## config.mk

```make
export PLATFORM = sky130hd
export DESIGN_NAME = telegram_host
export DESIGN_NICKNAME = d
export VERILOG_FILES = /design/src/hdl/telegram_pkg.sv /design/src/hdl/countdown_timer.sv /design/src/hdl/telegram_host.sv
export SDC_FILE = /design/constraint.sdc
export NUM_CORES = 1
export LEC_CHECK = 0
export ABC_CLOCK_PERIOD_IN_PS = 8600
export BUFFER_PORTS_ARGS = -buffer_cell sky130_fd_sc_hd__buf_2
export CORE_ASPECT_RATIO = 0.8
export CORE_MARGIN = 2
export CORE_UTILIZATION = 50
export CTS_CLUSTER_DIAMETER = 60
export DETAILED_ROUTE_END_ITERATION = 6
export PLACE_DENSITY = 0.76
export SYNTH_ARGS = -nofsm -noshare
export SYNTH_HDL_FRONTEND = slang
export SYNTH_SLANG_ARGS = --single-unit
```

## constraint.sdc

```tcl
create_clock -name clk -period 8.6 [get_ports clk]
set_input_delay 0.86 -clock clk [delete_from_list [all_inputs] [get_ports clk]]
set_output_delay 0.86 -clock clk [all_outputs]
set_load 0.01 [all_outputs]
```

## src/hdl/telegram_pkg.sv

```systemverilog
/*
 Shared constants and state types for the process-image telegram host.
 Assumes a 125 MHz system clock; all cycle counts derive from that rate.
*/
package telegram_pkg;

  localparam int          HDR_BYTES     = 5;      // status, own seq, echoed seq, len low, len high
  localparam int          IMG_BYTES_DEF = 16;     // configured image size per direction
  localparam int          MAX_TEL_LEN   = 4000;   // whole telegram, all blocks
  localparam logic [7:0]  SEQ_FIRST     = 8'h01;
  localparam logic [7:0]  SEQ_LAST      = 8'hff;
  localparam logic [7:0]  SEQ_ZERO      = 8'h00;
  localparam logic [7:0]  STATUS_RST    = 8'h00;

  localparam int unsigned CLK_FREQ_HZ   = 125_000_000;
  localparam int unsigned HOLD_TIME_MS  = 1000;   // zero-echo confirm time
  localparam int unsigned GAP_TIME_MS   = 10000;  // longest gap between blocks
  localparam int unsigned HOLD_CYCLES   = (CLK_FREQ_HZ / 1000) * HOLD_TIME_MS;
  localparam int unsigned GAP_CYCLES    = (CLK_FREQ_HZ / 1000) * GAP_TIME_MS;
  localparam int          TIMER_W       = 32;

  typedef enum logic [1:0] {
    RX_IDLE   = 2'b01,
    RX_UNLOAD = 2'b10
  } rx_state_e;

  typedef enum logic [4:0] {
    TX_IDLE = 5'b00001,
    TX_FILL = 5'b00010,
    TX_SEND = 5'b00100,
    TX_WAIT = 5'b01000,
    TX_HOLD = 5'b10000
  } tx_state_e;

endpackage : telegram_pkg

```

## src/hdl/countdown_timer.sv

```systemverilog
/*
 Loadable down-counter that raises a level once the loaded time has run out.
 Assumes one clock and a synchronous active-high reset.
*/
`timescale 1ns/10ps
module countdown_timer #(
  parameter int W = 32
) (
  input  wire logic         clk,      // system clock
  input  wire logic         sys_rst,  // synchronous reset
  input  wire logic         load,     // restart with new count
  input  wire logic [W-1:0] count,    // cycles to run
  output logic              expired   // time ran out, held until next load
);
  logic [W-1:0] cnt;
  logic         run;

  always_ff @(posedge clk) begin
    if (sys_rst) begin
      cnt     <= '0;
      run     <= 1'b0;
      expired <= 1'b0;
    end else if (load) begin
      cnt     <= count;
      run     <= 1'b1;
      expired <= 1'b0;
    end else if (run) begin
      if (cnt <= W'(1)) begin
        run     <= 1'b0;
        expired <= 1'b1;
      end else begin
        cnt <= cnt - W'(1);
      end
    end
  end
endmodule : countdown_timer

```

## src/hdl/telegram_host.sv

```systemverilog
/*
 Host end of the fragmented telegram handshake over a cyclic process image.
 Unloads received blocks to a byte stream and acknowledges them; cuts a user
 byte stream into transmit blocks, counts and waits for the echo, recovers
 from a zero echo. Assumes the image ports are sampled synchronously to clk.
*/
//
// Contract
// Each image opens with status, own count, echoed count, length low, length high.
// Device puts total length in the first block, remaining bytes in later ones.
// Host acknowledges a receive block by copying rx_block_seq into rx_block_ack.
// After acknowledgement the device sends the next block with incremented count.
// Remaining length above block capacity means a fragmented telegram; expect more.
// Block capacity equals image size minus the five header bytes.
// A whole telegram never exceeds 4000 bytes.
// Final block pads bytes beyond remaining length with zeros.
// Host sends payload raw, without start or end framing characters.
// In relay mode only commands that draw an echo or reply are sent.
// Transmit and receive directions run independently with their own counters.
// Each send increments tx_block_seq, 1 to 255 then back to 1, never zero.
// Device echoes tx_block_seq into tx_block_ack once a block is forwarded.
// Host waits for tx_block_ack to equal tx_block_seq before the next block.
// Device reports a transmit error by driving tx_block_ack to zero.
// After a zero echo the host holds tx_block_seq at zero about one second.
// Device flags an error when announced length exceeds 4000 bytes.
// Device flags an error when later blocks of a telegram are missing or faulty.
// Device flags an error when tx_block_seq skips or repeats.
// First block carries total length; decrement by bytes sent after each echo.
// Next transmit block must follow within 10 seconds, else a timeout.
`timescale 1ns/10ps
module telegram_host #(
  parameter int          IMG_BYTES = telegram_pkg::IMG_BYTES_DEF,
  parameter int unsigned HOLD_CYC  = telegram_pkg::HOLD_CYCLES,
  parameter int unsigned GAP_CYC   = telegram_pkg::GAP_CYCLES
) (
  input  wire logic                                         clk,              // system clock
  input  wire logic                                         sys_rst,          // synchronous reset
  // Input image from the device
  input  wire logic [7:0]                                   in_status,        // device status byte
  input  wire logic [7:0]                                   rx_block_seq,     // device receive count
  input  wire logic [7:0]                                   tx_block_ack,     // echo of our send count
  input  wire logic [15:0]                                  rx_remaining_len, // bytes outstanding
  input  wire logic [(IMG_BYTES-telegram_pkg::HDR_BYTES)*8-1:0] in_data,      // block data, byte 0 low
  // Output image to the device
  output logic [7:0]                                        out_status,       // host status byte
  output logic [7:0]                                        rx_block_ack,     // echo of receive count
  output logic [7:0]                                        tx_block_seq,     // our send count
  output logic [15:0]                                       tx_remaining_len, // bytes still to send
  output logic [(IMG_BYTES-telegram_pkg::HDR_BYTES)*8-1:0]  out_data,         // block data, byte 0 low
  // User side
  input  wire logic                                         relay_mode,       // reply-bound commands only
  input  wire logic [7:0]                                   ctrl_bits,        // copied to out_status
  output logic [7:0]                                        status_bits,      // copy of in_status
  output logic [7:0]                                        rx_byte,          // received byte
  output logic                                              rx_byte_valid,    // rx_byte holds data
  input  wire logic                                         rx_byte_ready,    // user takes rx_byte
  output logic                                              rx_byte_last,     // last byte of telegram
  output logic                                              rx_frag,          // more blocks to come
  output logic                                              rx_len_err,       // telegram over limit, pulse
  input  wire logic                                         tx_start,         // begin a telegram
  input  wire logic [15:0]                                  tx_len,           // its length in bytes
  input  wire logic [7:0]                                   tx_byte,          // payload byte
  input  wire logic                                         tx_byte_valid,    // tx_byte holds data
  output logic                                              tx_byte_ready,    // host takes tx_byte
  output logic                                              tx_busy,          // telegram under way
  output logic                                              tx_done,          // telegram echoed, pulse
  output logic                                              tx_err,           // refused or failed, pulse
  output logic                                              tx_timeout        // gap expired, pulse
);
  import telegram_pkg::*;

  localparam int CAP = IMG_BYTES - HDR_BYTES;
  localparam int IW  = $clog2(CAP + 1);
  localparam logic [IW-1:0]   CAP_I  = IW'(CAP);
  localparam logic [15:0]     CAP_L  = 16'(CAP);
  localparam logic [15:0]     MAX_L  = 16'(MAX_TEL_LEN);

  rx_state_e   rx_state;
  logic [IW-1:0] rx_idx;
  logic [IW-1:0] rx_cnt;
  logic          rx_new;

  tx_state_e   tx_state;
  logic [15:0]   tx_left;
  logic [IW-1:0] tx_blk;
  logic [IW-1:0] tx_idx;
  logic [7:0]    ack_prev;
  logic          ack_drop;
  logic          tx_follow;
  logic          wait_reply;
  logic          hold_load;
  logic          gap_load;
  logic          hold_done;
  logic          gap_done;
  logic [15:0]   next_left;
  logic [7:0]    next_seq;

  // Header bytes travel as their own ports; data follows them
  always_ff @(posedge clk) begin
    if (sys_rst) begin
      out_status  <= STATUS_RST;
      status_bits <= STATUS_RST;
    end else begin
      out_status  <= ctrl_bits;
      status_bits <= in_status;
    end
  end

  // Receive side: a nonzero count differing from our echo is a fresh block
  assign rx_new = (rx_state == RX_IDLE) && (rx_block_seq != rx_block_ack) && (rx_block_seq != SEQ_ZERO);

  always_ff @(posedge clk) begin
    if (sys_rst) begin
      rx_state      <= RX_IDLE;
      rx_block_ack  <= SEQ_ZERO;
      rx_idx        <= '0;
      rx_cnt        <= '0;
      rx_frag       <= 1'b0;
      rx_byte       <= 8'h00;
      rx_byte_valid <= 1'b0;
      rx_byte_last  <= 1'b0;
      rx_len_err    <= 1'b0;
    end else begin
      rx_len_err <= 1'b0;
      case (rx_state)
        RX_IDLE: begin
          if (rx_new) begin
            // Only the announced bytes count; zero padding is skipped
            rx_cnt   <= (rx_remaining_len > CAP_L) ? CAP_I : IW'(rx_remaining_len);
            rx_frag  <= (rx_remaining_len > CAP_L);
            rx_idx   <= '0;
            rx_state <= RX_UNLOAD;
            if (!rx_frag && rx_remaining_len > MAX_L) begin
              rx_len_err <= 1'b1;
            end
          end
        end
        RX_UNLOAD: begin
          if (!rx_byte_valid || rx_byte_ready) begin
            if (rx_idx < rx_cnt) begin
              rx_byte       <= in_data[rx_idx*8 +: 8];
              rx_byte_valid <= 1'b1;
              rx_byte_last  <= (rx_idx == rx_cnt - IW'(1)) && !rx_frag;
              rx_idx        <= rx_idx + IW'(1);
            end else begin
              // Ack only once the user has drained the block, since the device may overwrite it
              rx_byte_valid <= 1'b0;
              rx_byte_last  <= 1'b0;
              rx_block_ack  <= rx_block_seq;
              rx_state      <= RX_IDLE;
            end
          end
        end
        default: rx_state <= RX_IDLE;
      endcase
    end
  end

  // Transmit side has its own counters; it reads the receive counters only through rx_new, which clears wait_reply
  assign next_seq  = (tx_block_seq == SEQ_LAST) ? SEQ_FIRST : tx_block_seq + 8'h01;
  assign next_left = tx_left - 16'(tx_blk);
  // A start-up zero echo is stale; only a fall from a valid echo is an error report
  assign ack_drop  = (tx_block_ack == SEQ_ZERO) && (ack_prev != SEQ_ZERO);

  always_ff @(posedge clk) begin
    if (sys_rst) begin
      ack_prev <= SEQ_ZERO;
    end else begin
      ack_prev <= tx_block_ack;
    end
  end

  always_ff @(posedge clk) begin
    if (sys_rst) begin
      tx_state         <= TX_IDLE;
      tx_block_seq     <= SEQ_ZERO;
      tx_remaining_len <= 16'h0000;
      out_data         <= '0;
      tx_left          <= 16'h0000;
      tx_blk           <= '0;
      tx_idx           <= '0;
      tx_byte_ready    <= 1'b0;
      tx_busy          <= 1'b0;
      tx_done          <= 1'b0;
      tx_err           <= 1'b0;
      tx_timeout       <= 1'b0;
      tx_follow        <= 1'b0;
      wait_reply       <= 1'b0;
      hold_load        <= 1'b0;
      gap_load         <= 1'b0;
    end else begin
      tx_done    <= 1'b0;
      tx_err     <= 1'b0;
      tx_timeout <= 1'b0;
      hold_load  <= 1'b0;
      gap_load   <= 1'b0;
      if (rx_new) begin
        wait_reply <= 1'b0;
      end
      case (tx_state)
        TX_IDLE: begin
          // Relay mode: next command only after the previous one drew an answer or ended in TX_HOLD
          if (tx_start && !(relay_mode && wait_reply)) begin
            if (tx_len == 16'h0000 || tx_len > MAX_L) begin
              tx_err <= 1'b1;
            end else begin
              tx_left       <= tx_len;
              tx_blk        <= (tx_len > CAP_L) ? CAP_I : IW'(tx_len);
              tx_idx        <= '0;
              out_data      <= '0;
              tx_byte_ready <= 1'b1;
              tx_follow     <= 1'b0;
              tx_busy       <= 1'b1;
              tx_state      <= TX_FILL;
            end
          end
        end
        TX_FILL: begin
          // Expired level is stale while its reload is still pending
          if (ack_drop || (tx_follow && gap_done && !gap_load)) begin
            // Abandon the telegram and confirm with a zero count
            tx_timeout       <= !ack_drop;
            tx_err           <= 1'b1;
            tx_byte_ready    <= 1'b0;
            tx_block_seq     <= SEQ_ZERO;
            tx_remaining_len <= 16'h0000;
            hold_load        <= 1'b1;
            tx_state         <= TX_HOLD;
          end else if (tx_byte_valid && tx_byte_ready) begin
            out_data[tx_idx*8 +: 8] <= tx_byte;
            tx_idx                  <= tx_idx + IW'(1);
            if (tx_idx == tx_blk - IW'(1)) begin
              tx_byte_ready <= 1'b0;
              tx_state      <= TX_SEND;
            end
          end
        end
        TX_SEND: begin
          tx_block_seq     <= next_seq;
          tx_remaining_len <= tx_left;
          tx_state         <= TX_WAIT;
        end
        TX_WAIT: begin
          if (ack_drop) begin
            tx_err           <= 1'b1;
            tx_block_seq     <= SEQ_ZERO;
            tx_remaining_len <= 16'h0000;
            hold_load        <= 1'b1;
            tx_state         <= TX_HOLD;
          end else if (tx_block_ack == tx_block_seq) begin
            tx_left <= next_left;
            if (next_left == 16'h0000) begin
              tx_done    <= 1'b1;
              tx_busy    <= 1'b0;
              wait_reply <= 1'b1;
              tx_state   <= TX_IDLE;
            end else begin
              tx_blk        <= (next_left > CAP_L) ? CAP_I : IW'(next_left);
              tx_idx        <= '0;
              out_data      <= '0;
              tx_byte_ready <= 1'b1;
              tx_follow     <= 1'b1;
              gap_load      <= 1'b1;
              tx_state      <= TX_FILL;
            end
          end
        end
        TX_HOLD: begin
          // Count restarts at 1 because next_seq of zero is one
          if (hold_done && !hold_load) begin
            tx_busy    <= 1'b0;
            wait_reply <= 1'b0;
            tx_state   <= TX_IDLE;
          end
        end
        default: tx_state <= TX_IDLE;
      endcase
    end
  end

  countdown_timer #(
    .W (TIMER_W)
  ) hold_timer (
    .clk     (clk),
    .sys_rst (sys_rst),
    .load    (hold_load),
    .count   (TIMER_W'(HOLD_CYC)),
    .expired (hold_done)
  );

  // Gap timer may not run past GAP_CYC: a user too slow to supply a later block loses the telegram
  countdown_timer #(
    .W (TIMER_W)
  ) gap_timer (
    .clk     (clk),
    .sys_rst (sys_rst),
    .load    (gap_load),
    .count   (TIMER_W'(GAP_CYC)),
    .expired (gap_done)
  );

endmodule : telegram_host

```

==> flow_summary.toml <==
[setup_path]
start_kind = "flip-flop"
crit_required_ps = 9030
worstSetupPathType = "reg2reg"
worst_setup_path_end_kind = "flip-flop"
worstPathArrival_ps = 4330
timing.critical_path.fanout_max = 19
reg2reg_depth = 7

[logic_synthesis]
post_synth_num_cell_types = 76
yosys_most_used_dff = "sky130_fd_sc_hd__dfxtp_1"
synth.avg_cell_area_um2 = 8.55
synth.yosys.warnings = 0
synth_enable_flop_cells = 0
adder_cell_share_of_the_synthesized_area = 0.0225
synth_xor_area_frac = 0.0635
post_synth_inst_count = 1533
synth_top_family_by_area = "simple AND/OR/NAND/NOR gates"
post_synthesis_register_bit_count = 272
synth-simple-area-share = 0.237
compound_cell_area_share_of_the_yosys_netlist = 0.167
mappedNetlistArea_um2 = 13100
yosys-mux-area-fraction = 0.0557
postSynth.asyncResetShare = 0
sequential_share_of_the_synthesized_area = 0.415
synth_nets = 1722

[run_status]
failing_checks = "design-rule violations"
outcome = "finished with violations"

[hold_path]
whs_path_depth = 1
hp-class = "reg2reg"

[global_route]
grt.total_usage = 0.267
globalRouteMet3Util = 0.0457
grt_max_degree = 112
met2_usage_grt = 0.416
grt_use_met1 = 0.378
grt_most_used_layer = "met2"
global_route_wire_length_before_repair_um = 60300
antenna_found_initial = 1
globalRoute.totalOverflow = 0
first_global_vias = 11700

[floorplanning]
core-area_um2 = 25500
die_area_um2 = 27500
die_height_um = 149
number_of_top_level_design_ports = 319
initial_core_util = 0.514
die-width_um = 185
num_rows = 52

[sta]
finalCriticalPeriod_ps = 3910
worst_hold_check_slack_ps = 463
final_max_slew_viol_count = 0
fin_crit_sh = 0.454
setup_tns_ps = 0
fin_worst_skew_ps = 21.6
report.final.setup_viol = 0
grt_setup_unrepaired = "false"
timing_hold_violations_final = 0
worst-slew-pin-transition_ps = 1060
timing.slew.headroom = 0.293
timing.fmax_mhz = 256

[cts]
clk_path_buf_depth = 3
cts.hold.buffers_added = 0
clock_tree_from_tritoncts = "done"
cts_buffers = 29
worst_skew_pair.late_latency_ps = 550
post_cts_resized = 0
clock_sinks = 272
cts.clk_slew.worst_paths_ps = 60
htreeDepth = 1
cts.repair_timing.setup_buffer_count = 0
clockRootBuffer = "sky130_fd_sc_hd__clkbuf_16"

[finish]
final-instance-count-excl-fill = 2181
total_area_of_sequential_cells_um2 = 5450
multi_input_area_um2 = 7180
final.fill_count = 2220
fin_nets = 1997
cell_area_after_layout_um2 = 15900
area_delta_synth_final_pct = 21.0
post_route_cells_drive_above_1_share = 0.240

[routing]
route.vias.total = 12600
dr.first_iter.drc_count = 938
vias_per_std_cell = 5.80
wl_um = 37900
antenna_violating_nets_post_route = 0
routed_len_inst_um = 17.4
drc = 1
drt_pre_antenna_iters = 7

[run]
cap_viol_max_count = 0

[placed_design]
dpl-instance-area_um2 = 14900
number_of_placed_instances_taps_included = 2128
finalWeightedCongestion = 0.927
hpwl_um = 27600
portbufs = 318

[power]
power_uw = 2750
power.ir.vdd_worst_mv = 0.162
static_leak_uw = 0.00651
pwr_density_cell_nw_per_um2 = 173
[area by class of cell]
class | count | share of cell area
sequential | 272 | 0.343
clock inverter | 10 | 0.00544
multi-input combinational | 1130 | 0.453
clock buffer | 42 | 0.0532
inverter | 42 | 0.00994
tap | 351 | 0.0277
antenna | 1 | 0.000158
timing repair buffer | 333 | 0.108
[final timing paths]
kind	slack, ps	endpoint	from
max reg2reg	4690	out_data[78]	tx_state[3]
max	4690	out_data[78]	tx_state[3]
min reg2reg	460	out_data[13]	out_data[13]
min	460	out_data[13]	out_data[13]
[routing by layer]
layer  vias up  wire [µm]  part of all wire
met1      6041      16900              0.45
met5         -          0                 0
met3        84       2990             0.079
met4         0       1200             0.032
li1       6023          -                 -
met2       494      16800              0.44
[synth_stat cells (17+ instances only)]
library cell	count	share of area
sky130_fd_sc_hd__dfxtp_1	272	0.42
sky130_fd_sc_hd__nor2_1	186	0.053
sky130_fd_sc_hd__nand2_1	129	0.037
sky130_fd_sc_hd__a21oi_1	114	0.044
sky130_fd_sc_hd__clkbuf_1	77	0.022
sky130_fd_sc_hd__nand3_1	59	0.023
sky130_fd_sc_hd__nor2b_1	59	0.028
sky130_fd_sc_hd__o21ai_0	58	0.022
sky130_fd_sc_hd__xnor2_1	54	0.036
sky130_fd_sc_hd__nor3_1	45	0.017
sky130_fd_sc_hd__inv_1	42	0.012
sky130_fd_sc_hd__xor2_1	41	0.027
sky130_fd_sc_hd__nor4_1	35	0.017
sky130_fd_sc_hd__a211oi_1	26	0.015
sky130_fd_sc_hd__a22oi_1	26	0.015
sky130_fd_sc_hd__mux2_2	24	0.021
sky130_fd_sc_hd__ha_1	22	0.021
sky130_fd_sc_hd__or4_1	19	0.011
sky130_fd_sc_hd__or3_1	17	0.0081
[power breakdown]
part / switching [µW] / internal [µW]
clock network: 507 / 709
logic: 145 / 96.5
registers: 10.0 / 1280
[placed cells by master (no fill, tap or decap), types with 7 or more instances in the layout]
master	instances
sky130_fd_sc_hd__a211oi_1	26
sky130_fd_sc_hd__a21oi_1	114
sky130_fd_sc_hd__a22o_1	9
sky130_fd_sc_hd__a22oi_1	26
sky130_fd_sc_hd__a31oi_1	13
sky130_fd_sc_hd__and3_1	8
sky130_fd_sc_hd__and4_1	8
sky130_fd_sc_hd__buf_2	317
sky130_fd_sc_hd__buf_4	15
sky130_fd_sc_hd__clkbuf_16	29
sky130_fd_sc_hd__clkbuf_8	7
sky130_fd_sc_hd__dfxtp_1	272
sky130_fd_sc_hd__ha_1	22
sky130_fd_sc_hd__inv_1	42
sky130_fd_sc_hd__mux2_2	24
sky130_fd_sc_hd__mux2i_1	10
sky130_fd_sc_hd__mux4_2	16
sky130_fd_sc_hd__nand2_1	129
sky130_fd_sc_hd__nand2b_1	12
sky130_fd_sc_hd__nand3_1	59
sky130_fd_sc_hd__nand4_1	8
sky130_fd_sc_hd__nor2_1	186
sky130_fd_sc_hd__nor2b_1	59
sky130_fd_sc_hd__nor3_1	45
sky130_fd_sc_hd__nor4_1	35
sky130_fd_sc_hd__o211ai_1	8
sky130_fd_sc_hd__o21a_1	7
sky130_fd_sc_hd__o21ai_0	58
sky130_fd_sc_hd__o221ai_1	16
sky130_fd_sc_hd__o2bb2ai_1	16
sky130_fd_sc_hd__o31ai_1	11
sky130_fd_sc_hd__or3_1	17
sky130_fd_sc_hd__or4_1	19
sky130_fd_sc_hd__xnor2_1	54
sky130_fd_sc_hd__xor2_1	41
[critical path: stages (launching register included)]
cell and delay, ps:
sky130_fd_sc_hd__dfxtp_1 370, sky130_fd_sc_hd__or3_4 420, sky130_fd_sc_hd__or3b_1 660, sky130_fd_sc_hd__or4_4 660, sky130_fd_sc_hd__a22oi_4 320, sky130_fd_sc_hd__and2_1 610, sky130_fd_sc_hd__a31oi_1 420, sky130_fd_sc_hd__a22o_1 330
[cells by family (layout without fill, tap and decap cells)]
group,count (synthesis),after routing
AO/OA/AOI/OAI,339,339
XOR/XNOR,95,95
adder cells (fa/ha/maj),23,23
buffers and inverters,131,427
flip-flops,272,272
multiplexers,50,50
other,0,1
AND/OR/NAND/NOR,623,623
[state kept, by name (all words and copies together) (netlist names), 2 cells and up]
register and cells:
tx_block_seq 8, rx_block_ack 8, tx_remaining_len 16, status_bits 8, tx_state 5, rx_idx 4, gap_timer.cnt 32, out_data 88
tx_blk 4, rx_state 2, hold_timer.cnt 32, tx_left 16, out_status 8, tx_idx 4, ack_prev 8, rx_byte 8
rx_cnt 4
[through the flow]
stage / utilization / setup slack [ps]
floorplan: - / 5600
global placement: 0.586 / 4910
detailed placement: 0.586 / 4810
CTS: 0.622 / 4770
global route: 0.622 / 4550
finish: 0.622 / 4690
No activity file was read; power rests on OpenSTA's default activity.
